`config.mk`:
```
export PLATFORM = sky130hd
export DESIGN_NAME = bss_sequencer
export DESIGN_NICKNAME = d
export VERILOG_FILES = /design/src/shared/bss_pkg.sv /design/src/hdl/bss_sync.sv /design/src/hdl/bss_flash.sv /design/src/hdl/bss_sequencer.sv
export SDC_FILE = /design/constraint.sdc
export NUM_CORES = 1
export LEC_CHECK = 0
export BUFFER_PORTS_ARGS = -buffer_cell sky130_fd_sc_hd__buf_4
export CAP_MARGIN = 20
export CORE_UTILIZATION = 40
export CTS_CLUSTER_DIAMETER = 120
export CTS_CLUSTER_SIZE = 16
export DETAILED_ROUTE_END_ITERATION = 10
export GPL_ROUTABILITY_DRIVEN = 0
export SYNTH_ARGS = -nofsm -noshare
export SYNTH_HDL_FRONTEND = slang
export SYNTH_HIERARCHICAL = 1
export SYNTH_SLANG_ARGS = --single-unit
```
`constraint.sdc`:
```
create_clock -name clk -period 4.5 [get_ports clk]
set_input_delay 0.45 -clock clk [delete_from_list [all_inputs] [get_ports clk]]
set_output_delay 0.45 -clock clk [all_outputs]
set_load 0.02 [all_outputs]
```
`src/shared/bss_pkg.sv`:
```
/*
 * shared constants for the burner safety sequencer: timings, flash
 * symbols and codes, sequence states and lock-out causes.
 * assumes a single 20 MHz clock and a 100 ms tick made by a divider.
 */
package bss_pkg;

   // clock and tick
   localparam int CLK_HZ = 20_000_000;
   localparam int TICK_MS = 100;
   localparam int TICK_CYC = CLK_HZ / 1000 * TICK_MS;

   // sequence times in ms, then in ticks
   localparam int PREHEAT_WAIT_LIMIT_MS = 400_000;
   localparam int PREPURGE_TIME_MS = 20_000;
   localparam int STRAY_CHECK_TIME_MS = 5_000;
   localparam int SAFETY_WINDOW_MS = 5_000;
   localparam int POST_IGNITE_TIME_MS = 7_000;
   localparam int SECOND_STAGE_DELAY_MS = 20_000;
   localparam int POSTPURGE_MS = 60_000;
   localparam int HOLD_MS = 3_000;
   localparam int PWR_FAN_MS = 2_500;
   localparam int LK_LIT_MS = 10_000;
   localparam int LK_DARK_MS = 600;
   localparam int LK_CODE_MS = 1_200;
   localparam int PREHEAT_T = PREHEAT_WAIT_LIMIT_MS / TICK_MS;
   localparam int PREPURGE_T = PREPURGE_TIME_MS / TICK_MS;
   localparam int STRAY_T = STRAY_CHECK_TIME_MS / TICK_MS;
   localparam int SAFETY_T = SAFETY_WINDOW_MS / TICK_MS;
   localparam int POSTIGN_T = POST_IGNITE_TIME_MS / TICK_MS;
   localparam int STAGE2_T = SECOND_STAGE_DELAY_MS / TICK_MS;
   localparam int POSTPURGE_T = POSTPURGE_MS / TICK_MS;
   localparam int HOLD_T = HOLD_MS / TICK_MS;
   localparam int PWRFAN_T = PWR_FAN_MS / TICK_MS;
   localparam int LK_LIT_T = LK_LIT_MS / TICK_MS;
   localparam int LK_DARK_T = LK_DARK_MS / TICK_MS;
   localparam int LK_CYCLE_T = (LK_LIT_MS + LK_DARK_MS + LK_CODE_MS) / TICK_MS;

   // flash element lengths in ticks
   localparam int FL_SHORT_T = 1;
   localparam int FL_LONG_T = 3;
   localparam int FL_GAP_T = 1;
   localparam int FL_PAUSE_T = 3;

   // flash symbols, symbol 0 in the low bits of a code
   localparam logic [1:0] SYM_END = 2'h0;
   localparam logic [1:0] SYM_SHORT = 2'h1;
   localparam logic [1:0] SYM_LONG = 2'h2;
   localparam logic [1:0] SYM_PAUSE = 2'h3;
   localparam logic [15:0] CODE_PREHEAT = 16'h0035;
   localparam logic [15:0] CODE_PREIGNITE = 16'h0355;
   localparam logic [15:0] CODE_SAFETY = 16'h0036;
   localparam logic [15:0] CODE_DELAY2 = 16'h0356;
   localparam logic [15:0] CODE_RUN = 16'h000d;
   localparam logic [15:0] CODE_LOWV = 16'h003a;
   localparam logic [15:0] CODE_POSTPURGE = 16'h000e;
   localparam logic [15:0] CODE_NOFLAME = 16'h0002;
   localparam logic [15:0] CODE_STRAY = 16'h0009;
   localparam logic [15:0] CODE_THERMO = 16'h0025;
   localparam logic [15:0] CODE_MANUAL = 16'h000a;

   typedef enum logic [3:0] {
      S_INIT = 4'h0, S_PWRFAN = 4'h1, S_LOWV = 4'h2, S_PREHEAT = 4'h3,
      S_PREPURGE = 4'h4, S_SAFETY = 4'h5, S_DELAY2 = 4'h6, S_RUN = 4'h7,
      S_POSTPURGE = 4'h8, S_LOCK = 4'h9
   } bss_state_t;

   typedef enum logic [2:0] {
      C_NONE = 3'h0, C_NOFLAME = 3'h1, C_STRAY = 3'h2, C_THERMO = 3'h3,
      C_MANUAL = 3'h4
   } bss_cause_t;

endpackage

```
`src/hdl/bss_sync.sv`:
```
/*
 * two-flop synchroniser for a bundle of slow pins.
 * assumes the pins are quasi-static compared with clk.
 */
`timescale 1ns/1ps
module bss_sync #(
   parameter int W = 7
) (
   input wire logic clk,
   input wire logic arst_n,
   input wire logic [W-1:0] pins,
   output logic [W-1:0] sync
);
   typedef struct packed {
      logic [W-1:0] s1;
      logic [W-1:0] s2;
   } bss_sync_t;

   bss_sync_t st;
   bss_sync_t next_st;

   if (W < 1) begin : g_bad_width
      $error("bss_sync width must be at least one");
   end

   // first stage feeds only the second
   always_comb begin
      next_st.s1 = pins;
      next_st.s2 = st.s1;
   end

   always_ff @(posedge clk or negedge arst_n) begin
      if (!arst_n) begin
         st <= '0;
      end else begin
         st <= next_st;
      end
   end

   assign sync = st.s2;
endmodule

```
`src/hdl/bss_flash.sv`:
```
/*
 * flash code player: walks up to eight symbols of a code on the tick.
 * assumes kick and tick come from logic on clk; done pulses at the end.
 */
`timescale 1ns/1ps
module bss_flash (
   input wire logic clk,
   input wire logic arst_n,
   input wire logic tick,
   input wire logic kick,
   input wire logic [15:0] code,
   output logic led,
   output logic done
);
   import bss_pkg::*;

   typedef struct packed {
      logic [2:0] idx;
      logic [1:0] cnt;
      logic pulse;
      logic busy;
      logic led;
      logic done;
   } bss_flash_t;

   bss_flash_t st;
   bss_flash_t next_st;

   if (FL_LONG_T > 3 || FL_PAUSE_T > 3 || FL_SHORT_T < 1 || FL_GAP_T < 1) begin : g_bad_len
      $error("flash element lengths must lie in 1..3 ticks");
   end

   // start one symbol; an end symbol closes the code
   function automatic bss_flash_t load(bss_flash_t s, logic [2:0] i);
      logic [1:0] sym;
      sym = code[{i, 1'b0} +: 2];
      s.idx = i;
      s.busy = (sym != SYM_END);
      s.done = (sym == SYM_END);
      s.led = (sym == SYM_SHORT) || (sym == SYM_LONG);
      s.pulse = s.led;
      case (sym)
         SYM_SHORT: s.cnt = 2'(FL_SHORT_T);
         SYM_LONG: s.cnt = 2'(FL_LONG_T);
         SYM_PAUSE: s.cnt = 2'(FL_PAUSE_T);
         default: s.cnt = 2'h0;
      endcase
      return s;
   endfunction

   // every pulse is followed by a short gap before the next symbol
   always_comb begin
      next_st = st;
      next_st.done = 1'b0;
      if (kick) begin
         next_st = load(st, 3'h0);
      end else if (st.busy && tick) begin
         if (st.cnt > 2'h1) begin
            next_st.cnt = st.cnt - 2'h1;
         end else if (st.pulse) begin
            next_st.pulse = 1'b0;
            next_st.led = 1'b0;
            next_st.cnt = 2'(FL_GAP_T);
         end else if (st.idx == 3'h7) begin
            next_st.busy = 1'b0;
            next_st.done = 1'b1;
         end else begin
            next_st = load(st, st.idx + 3'h1);
         end
      end
   end

   always_ff @(posedge clk or negedge arst_n) begin
      if (!arst_n) begin
         st <= '0;
      end else begin
         st <= next_st;
      end
   end

   assign led = st.led;
   assign done = st.done;
endmodule

```
`src/hdl/bss_sequencer.sv`:
```
/*
 * burner safety sequencer: start-up phases, flame and mains supervision,
 * recycling after flame loss, lock-out with stored cause, led codes.
 * assumes all inputs are pins, a nonvolatile cell outside that holds
 * nv_cause when nv_write pulses, and an outside comparator with hysteresis
 * that raises undervolt_in below the lower mains level.
 */
`timescale 1ns/1ps

module bss_sequencer #(
   parameter bit PREHEATER = 1'b0,
   parameter int TICK_CYC = bss_pkg::TICK_CYC
) (
   input wire logic clk,
   input wire logic arst_n,
   input wire logic flame_in,
   input wire logic undervolt_in,
   input wire logic release_in,
   input wire logic button_in,
   input wire logic [2:0] nv_stored,
   output logic fan,
   output logic ignition,
   output logic first_stage_valve,
   output logic second_stage_valve,
   output logic override,
   output logic alarm,
   output logic led,
   output bss_pkg::bss_cause_t nv_cause,
   output logic nv_write
);
   import bss_pkg::*;

   typedef struct packed {
      bss_state_t state;
      bss_cause_t cause;
      logic [21:0] div;
      logic tick;
      logic [11:0] tmr;
      logic [6:0] lk;
      logic [5:0] hold;
      logic btn_prev;
      logic [15:0] code;
      logic fl_kick;
      logic fan;
      logic ign;
      logic v1;
      logic v2;
      logic ovr;
      logic alarm;
      logic led;
      logic nv_write;
   } bss_main_t;

   bss_main_t st;
   bss_main_t next_st;
   logic [6:0] pin_s;
   logic flame;
   logic uv;
   logic rel;
   logic btn;
   bss_cause_t stored;
   logic fl_led;
   logic fl_done;
   logic btn_fall;

   if (TICK_CYC < 2 || TICK_CYC > 4_194_304) begin : g_bad_tick
      $error("TICK_CYC must lie in 2..2**22");
   end

   // every pin crosses two flops before anything reads it
   bss_sync #(.W(7)) u_sync (
      .clk(clk),
      .arst_n(arst_n),
      .pins({nv_stored, button_in, release_in, undervolt_in, flame_in}),
      .sync(pin_s)
   );

   assign flame = pin_s[0];
   assign uv = pin_s[1];
   assign rel = pin_s[2];
   assign btn = pin_s[3];
   assign stored = bss_cause_t'(pin_s[6:4]);
   assign btn_fall = st.btn_prev && !btn;

   bss_flash u_flash (
      .clk(clk),
      .arst_n(arst_n),
      .tick(st.tick),
      .kick(st.fl_kick),
      .code(st.code),
      .led(fl_led),
      .done(fl_done)
   );

   // enter a phase with a fresh timer
   function automatic bss_main_t go(bss_main_t s, bss_state_t to);
      s.state = to;
      s.tmr = 12'h000;
      s.lk = 7'h00;
      return s;
   endfunction

   // enter lock-out and write the cause out to the nonvolatile cell
   function automatic bss_main_t lock(bss_main_t s, bss_cause_t c);
      s = go(s, S_LOCK);
      s.cause = c;
      s.nv_write = 1'b1;
      return s;
   endfunction

   // first phase of a start cycle depends on the variant
   function automatic bss_state_t first_phase();
      return PREHEATER ? S_PREHEAT : S_PREPURGE;
   endfunction

   // phases in which the burner is being started, is firing or is post-purging
   function automatic logic active(bss_state_t s);
      return (s == S_PREHEAT) || (s == S_PREPURGE) || (s == S_SAFETY) ||
         (s == S_DELAY2) || (s == S_RUN) || (s == S_POSTPURGE);
   endfunction

   // flash code for a phase, or the cause code during lock-out
   function automatic logic [15:0] code_of(bss_state_t s, bss_cause_t c,
         logic [11:0] t);
      logic [15:0] r;
      r = CODE_RUN;
      case (s)
         S_PREHEAT: r = CODE_PREHEAT;
         S_PREPURGE: r = CODE_PREIGNITE;
         S_SAFETY: r = CODE_SAFETY;
         S_DELAY2: r = (t < 12'(POSTIGN_T)) ? CODE_SAFETY : CODE_DELAY2;
         S_RUN: r = CODE_RUN;
         S_LOWV, S_INIT: r = CODE_LOWV;
         S_POSTPURGE, S_PWRFAN: r = CODE_POSTPURGE;
         S_LOCK: begin
            case (c)
               C_NOFLAME: r = CODE_NOFLAME;
               C_STRAY: r = CODE_STRAY;
               C_THERMO: r = CODE_THERMO;
               default: r = CODE_MANUAL;
            endcase
         end
         default: r = CODE_RUN;
      endcase
      return r;
   endfunction

   // sequence, timers, button and outputs
   always_comb begin
      next_st = st;
      next_st.nv_write = 1'b0;
      next_st.fl_kick = 1'b0;
      next_st.btn_prev = btn;
      next_st.tick = (st.div == 22'(TICK_CYC - 1));
      next_st.div = next_st.tick ? 22'h00_0000 : st.div + 22'h00_0001;
      if (st.tick) begin
         next_st.tmr = st.tmr + 12'h001;
      end
      // hold time of the button, saturating
      if (!btn) begin
         next_st.hold = 6'h00;
      end else if (st.tick && st.hold != 6'h3f) begin
         next_st.hold = st.hold + 6'h01;
      end

      case (st.state)
         S_INIT: begin
            // one tick lets the synchronised stored cause settle
            if (st.tick) begin
               if (stored != C_NONE) begin
                  next_st = go(next_st, S_PWRFAN);
                  next_st.cause = stored;
               end else begin
                  next_st = go(next_st, S_LOWV);
               end
            end
         end
         S_PWRFAN: begin
            if (st.tick && st.tmr == 12'(PWRFAN_T - 1)) begin
               next_st = go(next_st, S_LOCK);
            end
         end
         S_LOWV: begin
            if (!uv) begin
               next_st = go(next_st, first_phase());
            end
         end
         S_PREHEAT: begin
            if (rel) begin
               next_st = go(next_st, S_PREPURGE);
            end else if (st.tick && st.tmr == 12'(PREHEAT_T - 1)) begin
               next_st = lock(next_st, C_THERMO);
            end
         end
         S_PREPURGE: begin
            // stray light watched over the last part of pre-purge
            if (flame && st.tmr >= 12'(PREPURGE_T - STRAY_T)) begin
               next_st = lock(next_st, C_STRAY);
            end else if (st.tick && st.tmr == 12'(PREPURGE_T - 1)) begin
               next_st = go(next_st, S_SAFETY);
            end
         end
         S_SAFETY: begin
            if (st.tick && st.tmr == 12'(SAFETY_T - 1)) begin
               if (flame) begin
                  next_st.state = S_DELAY2; // timer keeps counting from first valve
               end else begin
                  next_st = lock(next_st, C_NOFLAME);
               end
            end
         end
         S_DELAY2: begin
            if (!flame) begin
               next_st = go(next_st, S_POSTPURGE);
            end else if (st.tick && st.tmr == 12'(STAGE2_T - 1)) begin
               next_st = go(next_st, S_RUN);
            end
         end
         S_RUN: begin
            if (!flame) begin
               next_st = go(next_st, S_POSTPURGE);
            end
         end
         S_POSTPURGE: begin
            if (st.tick && st.tmr == 12'(POSTPURGE_T - 1)) begin
               next_st = go(next_st, first_phase());
            end
         end
         S_LOCK: begin
            // report cycle: lit, dark, then the cause code window
            if (st.tick) begin
               next_st.lk = (st.lk == 7'(LK_CYCLE_T - 1)) ? 7'h00 : st.lk + 7'h01;
               next_st.fl_kick = (st.lk == 7'(LK_LIT_T + LK_DARK_T - 1));
            end
            if (btn_fall) begin
               next_st = go(next_st, first_phase());
               next_st.cause = C_NONE;
               next_st.nv_write = 1'b1;
            end
         end
         default: begin
            next_st = go(next_st, S_INIT);
         end
      endcase

      // mains drop stops any start or firing; a fault found now still wins
      if (active(st.state) && uv && next_st.state != S_LOCK) begin
         next_st = go(next_st, S_LOWV);
      end
      // long press then release forces lock-out
      if ((active(st.state) || st.state == S_LOWV) && btn_fall &&
            st.hold >= 6'(HOLD_T)) begin
         next_st = lock(next_st, C_MANUAL);
      end

      // outputs follow the next phase so they line up with the state
      next_st.fan = (next_st.state == S_PREPURGE) || (next_st.state == S_SAFETY) ||
         (next_st.state == S_DELAY2) || (next_st.state == S_RUN) ||
         (next_st.state == S_POSTPURGE) || (next_st.state == S_PWRFAN);
      next_st.ign = (next_st.state == S_PREPURGE) || (next_st.state == S_SAFETY) ||
         (next_st.state == S_DELAY2 && next_st.tmr < 12'(POSTIGN_T));
      next_st.v1 = (next_st.state == S_SAFETY) || (next_st.state == S_DELAY2) ||
         (next_st.state == S_RUN);
      next_st.v2 = (next_st.state == S_RUN);
      next_st.ovr = PREHEATER && flame &&
         ((next_st.state == S_DELAY2) || (next_st.state == S_RUN));
      next_st.alarm = (next_st.state == S_LOCK);

      // phase code restarts when it ends or when the code to show changes
      next_st.code = code_of(next_st.state, next_st.cause, next_st.tmr);
      if (next_st.state != S_LOCK && (fl_done || next_st.code != st.code)) begin
         next_st.fl_kick = 1'b1;
      end
      if (next_st.state != S_LOCK) begin
         next_st.led = fl_led;
      end else if (next_st.lk < 7'(LK_LIT_T)) begin
         next_st.led = 1'b1;
      end else if (next_st.lk < 7'(LK_LIT_T + LK_DARK_T)) begin
         next_st.led = 1'b0;
      end else begin
         next_st.led = fl_led;
      end
   end

   always_ff @(posedge clk or negedge arst_n) begin
      if (!arst_n) begin
         st <= '0;
      end else begin
         st <= next_st;
      end
   end

   assign fan = st.fan;
   assign ignition = st.ign;
   assign first_stage_valve = st.v1;
   assign second_stage_valve = st.v2;
   assign override = st.ovr;
   assign alarm = st.alarm;
   assign led = st.led;
   assign nv_cause = st.cause;
   assign nv_write = st.nv_write;
endmodule

```
Yosys cells after proc, flatten, opt, wreduce, memory -nomap -nowiden. Cells that the tools add are included.

Output and inout port bits: 11. Word-level logic and storage cells: 182. Register bits: 103. Input bits: 9.

Shift operators: 1. Muxes and demuxes: 49. Add/subtract/negate cells: 6. Equal/unequal tests: 45. Reductions and logical operators: 50. Order comparisons: 6.

Operator list (number): $mux 81 (15); $pmux 81 s10 (1); $mux 79 (1); $mux 77 (1); $pmux 10 s7 (1); $eq 4x3->1 const B (8); $add 22x1->22 const B (1); $eq 22x21->1 const B (1); $mux 22 (1); $mux 6 (3); $mux 9 (2); $pmux 6 s3 (1); $logic_or 1x1->1 (17); $eq 4x2->1 const B (4); $eq 4x4->1 const B (4); $ne 16x16->1 (1); $shiftx 16x5->2 (1); $logic_and 1x1->1 (15); $eq 7x7->1 const B (2); $lt 7x7->1 const B (2); $mux 7 (2); $add 12x1->12 const B (1); $eq 12x10->1 const B (1); $eq 12x12->1 const B (1); other kinds (38) (70).

Depth between registers and ports, before layout.
Depth in word-level cells: 18. Mapped depth: 13. Depth with buffers taken out: 13.

By module. Netlist, hierarchy kept.

Modules (own cells, without submodules): bss_sequencer (cells each 553, times used 1, area an instance 4812.1 um^2, seq. area each 1776.7 um^2); bss_flash (cells each 66, times used 1, area an instance 691.9 um^2, seq. area each 225.2 um^2); bss_sync (cells each 14, times used 1, area an instance 350.3 um^2, seq. area each 350.3 um^2).

Worst setup path after synthesis. No wires, ideal clock.

Path type: register to register. From: register st[51] in the netlist's numbering. To: register st[8] in the netlist's numbering. Setup time: 0.124 ns. Buffers on the path: 1. Data arrival time: 3.345 ns. Period minus slack after synthesis: 3.469 ns. Path slack: 1.031 ns. Data required time: 4.376 ns. Cell stages (with the launch flop): 12. Path through: dfrtp_1 > clkbuf_1 > or4b_1 > or3_4 > o32a_4 > and2_4 > o211a_4 > o41ai_4 > xor2_1 > o311a_1 > o211ai_1 > o31a_1.

RTL lines: from (decl) (line bss_sequencer.sv:54) `bss_main_t st;`; from (signal assigned) (line bss_sequencer.sv:289) `st <= next_st;`.

==> Flow_metrics.wiki <==
{| class="wikitable"
! Metric !! Value
|-
| Chip Height || roughly 120 µm
|-
| Hpwl dp || between 10000 and 15000 µm
|-
| Final number of setup-violating endpoints || 0
|-
| Total leakage power || 2.828 nW
|-
| Clk root buf || clkbuf_16
|-
| Area share of the largest cell type after synthesis || 0.4018
|-
| Clock transition at the register clock pins on the worst setup and hold paths after CTS || 70 ps
|-
| Synth async-reset ratio || 1.000
|-
| Antenna violations before repair || 0
|-
| Netlist cell types || 91
|-
| Mean cell area of the mapped netlist || 9.249 µm²
|-
| Insertion delay of the later-clocked pin in the worst-skew pair || 350 ps
|-
| Worst endpoint required time || 4740 ps
|-
| Final-layout fill cell count || 1372
|-
| Max-cap viol count || 0
|-
| Growth of design area from synthesis to finish || 11.07%
|-
| Worst rel slew slack || 0.3909
|-
| Commonest non-fill, non-tap cells in the layout || dfrtp_1 (94), nor2_1 (61), nand2_1 (42), a21oi_1 (40), o21ai_0 (37)
|-
| Result of the run || finished, final reports clean
|-
| Rows || 43
|-
| Total of cells resized after clock tree synthesis || 0
|-
| Die outline width || 123.0 µm
|-
| Commonest register cell after synthesis || dfrtp_1
|-
| Final nets || 675
|-
| Vias per cell || slightly above 6
|-
| Via count of the first global-routing pass || approximately 4700
|-
| Clk_skew || 5.424 ps
|-
| Largest cells by area after synthesis || dfrtp_1 (40%), nor2_1 (3.9%), ha_1 (3.8%)
|-
| Synthesized instance count || roughly 630
|-
| CP endpoint kind || flip-flop
|-
| Worst Path Class, Setup || reg2reg
|-
| Top Ports || 20
|-
| Startpoint types || flip-flop
|-
| Total design power || 0.001719 W
|-
| Setup TNS || 0 ps
|-
| Std-Cell Core Area || 14100 µm²
|-
| Number of failing hold endpoints at the final stage || 0
|-
| Tot GR Track Use || 0.1998
|-
| Highest attainable clock frequency || 0.2543 GHz
|-
| Cts bufs inserted || 9
|-
| Synthesis warning total || 6
|-
| First-pass iteration count of the detailed router || 5
|-
| CTS hold repair buffers || 0
|-
| Commonest non-fill, non-tap cell in the layout || dfrtp_1
|-
| Count of state elements after synthesis || 94
|-
| Worst IR Drop VDD || 0.1708 mV
|-
| Drt first-iter violations || 532
|-
| Setup repair after global routing missed its margin || false
|-
| Shortest clock period the worst path allows after layout || 3933 ps
|-
| Wirelength, routed || ~14000 µm
|-
| Signal arrival time at the worst endpoint || approximately 4200 ps
|-
| TritonCTS clock tree || yes
|-
| Total number of vias || 5052
|-
| First-pass GRT wire length || 23330 µm
|-
| Total gr overflow || 0
|-
| Starting density of the core || 0.4153
|-
| Pin count of the biggest net entering global routing || 60
|-
| Bufs on Longest Clock Path || 2
|-
| Fraction of layout instances using a drive strength above 1 || 0.1133
|-
| Area enclosed by the die boundary || 15120 µm²
|-
| Area leader, netlist || dfrtp_1
|-
| Final-report max-slew violation count || 0
|-
| Post-detailed-route wirelength per cell || 17.07 µm
|-
| Fraction of the yosys area taken by sequential cells || 0.4018
|-
| Biggest fanout along the worst timing path || 14
|-
| # clock sinks || 94
|-
| Post-CTS Setup Repair Bufs || 0
|-
| Period Utilization, post-route || 0.8740
|-
| Transition time at the pin with the least slew margin || 901.8 ps
|-
| Number of port buffers || 18
|-
| Number of antenna repair diodes || 0
|-
| Number of enable-type register cells in the synthesized netlist || 0
|-
| Total power per unit cell area || 264.4 nW/µm²
|-
| Class of the tightest hold or removal check || in2async
|-
| Final antenna-violating net count || 0
|-
| Post-route DRC violation count || 0
|-
| Deepest level of the CTS H-tree || 3
|-
| Total standard cell area after synthesis || 5854 µm²
|}
per-layer routing:
layer | vias to the layer above | share of wire | track usage
met3 | 30 | 0.055 | 0.03367
li1 | 2370 | - | -
met5 | - | 0 | 0
met1 | 2449 | 0.47 | 0.2764
met2 | 203 | 0.44 | 0.3044
met4 | 0 | 0.026 | 0.09337
cell families (layout without fill, tap and decap cells):
| logic type | after synthesis | count (layout) | synth area share |
|---|---|---|---|
| compound gates | 161 | 161 | 0.1966 |
| xor+xnor | 32 | 32 | 0.04787 |
| fa+ha+maj | 18 | 18 | 0.03847 |
| buf+inv | 55 | 68 | 0.04082 |
| flops | 94 | 94 | 0.4018 |
| mux | 8 | 8 | 0.02501 |
| other cells | 1 | 8 | 0.0006405 |
| simple gates | 264 | 264 | 0.2488 |
critical path: stages, from the launching register on:
cell and delay (ps):
dfrtp_1 520, or4b_1 680, or3_4 420, o21ai_1 370, nand4_1 330, a2111oi_2 570, o41ai_4 180, xor2_1 180
o311a_1 190, o211ai_1 80, o31a_1 310
cell type report:
| class | count | area [µm²] | share of cell area |
|---|---|---|---|
| repair buffers | 29 | 217.7 | 0.03348 |
| clock buffers | 10 | 239.0 | 0.03675 |
| clock inverters | 6 | 92.59 | 0.01424 |
| well taps | 180 | 225.2 | 0.03464 |
| flip-flops and latches | 94 | 2352 | 0.3617 |
| multi-input cells | 491 | 3289 | 0.5059 |
| inverters | 23 | 86.33 | 0.01328 |
stage by stage:
step	area [µm²]	utilization	hold WS, ps	worst slack (ps)	instances
CTS	6502	0.4613	185.0	657.4	833
global route	6502	0.4613	186.8	358.5	833
global placement	6171	0.4378	332.7	729.0	817
detailed placement	6171	0.4378	334.7	671.2	817
floorplan	5881	-	154.4	1031	640
finish	6502	0.4613	159.5	567.1	833
where the power goes:
group | internal [W] | total, W | switching, W
clock | 0.000505 | 0.000833 | 0.000329
combinational | 0.00000779 | 0.0000278 | 0.0000201
sequential | 0.000852 | 0.000858 | 0.00000660
total | 0.00136 | 0.00172 | 0.000355
registers in the layout, indices dropped and copies added (netlist names):
signal	cells
second_stage_valve	1
u_sync/sync	7
nv_cause	3
led	1
nv_write	1
first_stage_valve	1
u_flash/done	1
alarm	1
ignition	1
u_flash/led	1
fan	1
u_sync/next_st	7
u_flash/st	7
st	61
cells in the mapped netlist (3+ instances only):
master,number
buf_4,4
nor3_1,16
mux4_1,4
xor2_1,13
nand3b_1,3
a21oi_1,40
nand4b_1,5
inv_1,22
and2_1,7
nor4bb_1,3
o211ai_1,8
nor2b_1,10
ha_1,18
nor3b_1,3
nand2_1,42
nor2_1,61
or3b_2,3
o22ai_1,4
a211oi_1,5
or4b_2,3
nand3_1,33
o211a_1,4
nand4_1,14
a31oi_1,6
and3_1,13
or3_1,8
and4_1,5
nand2b_1,6
mux2i_1,3
o21a_1,3
o31ai_1,8
nor4_1,8
xnor2_1,19
clkbuf_1,22
dfrtp_1,94
o21ai_0,37
nor4b_1,6
final timing paths:
path	start	end	slack [ps]	cells past startpoint
max	st[41]$_DFF_PN0_	st[8]$_DFF_PN0_	570	10
min	arst_n	st[58]$_DFF_PN0_	160	1
max reg2reg	st[41]$_DFF_PN0_	st[8]$_DFF_PN0_	570	10
min reg2reg	u_sync/next_st[4]$_DFF_PN0_	u_sync/sync[4]$_DFF_PN0_	350	0
max in group asynchronous	arst_n	nv_write$_DFF_PN0_	3390	2
min in group clk	nv_stored[2]	u_sync/next_st[6]$_DFF_PN0_	200	1
Note: power is estimated with default switching activity, not from simulation.
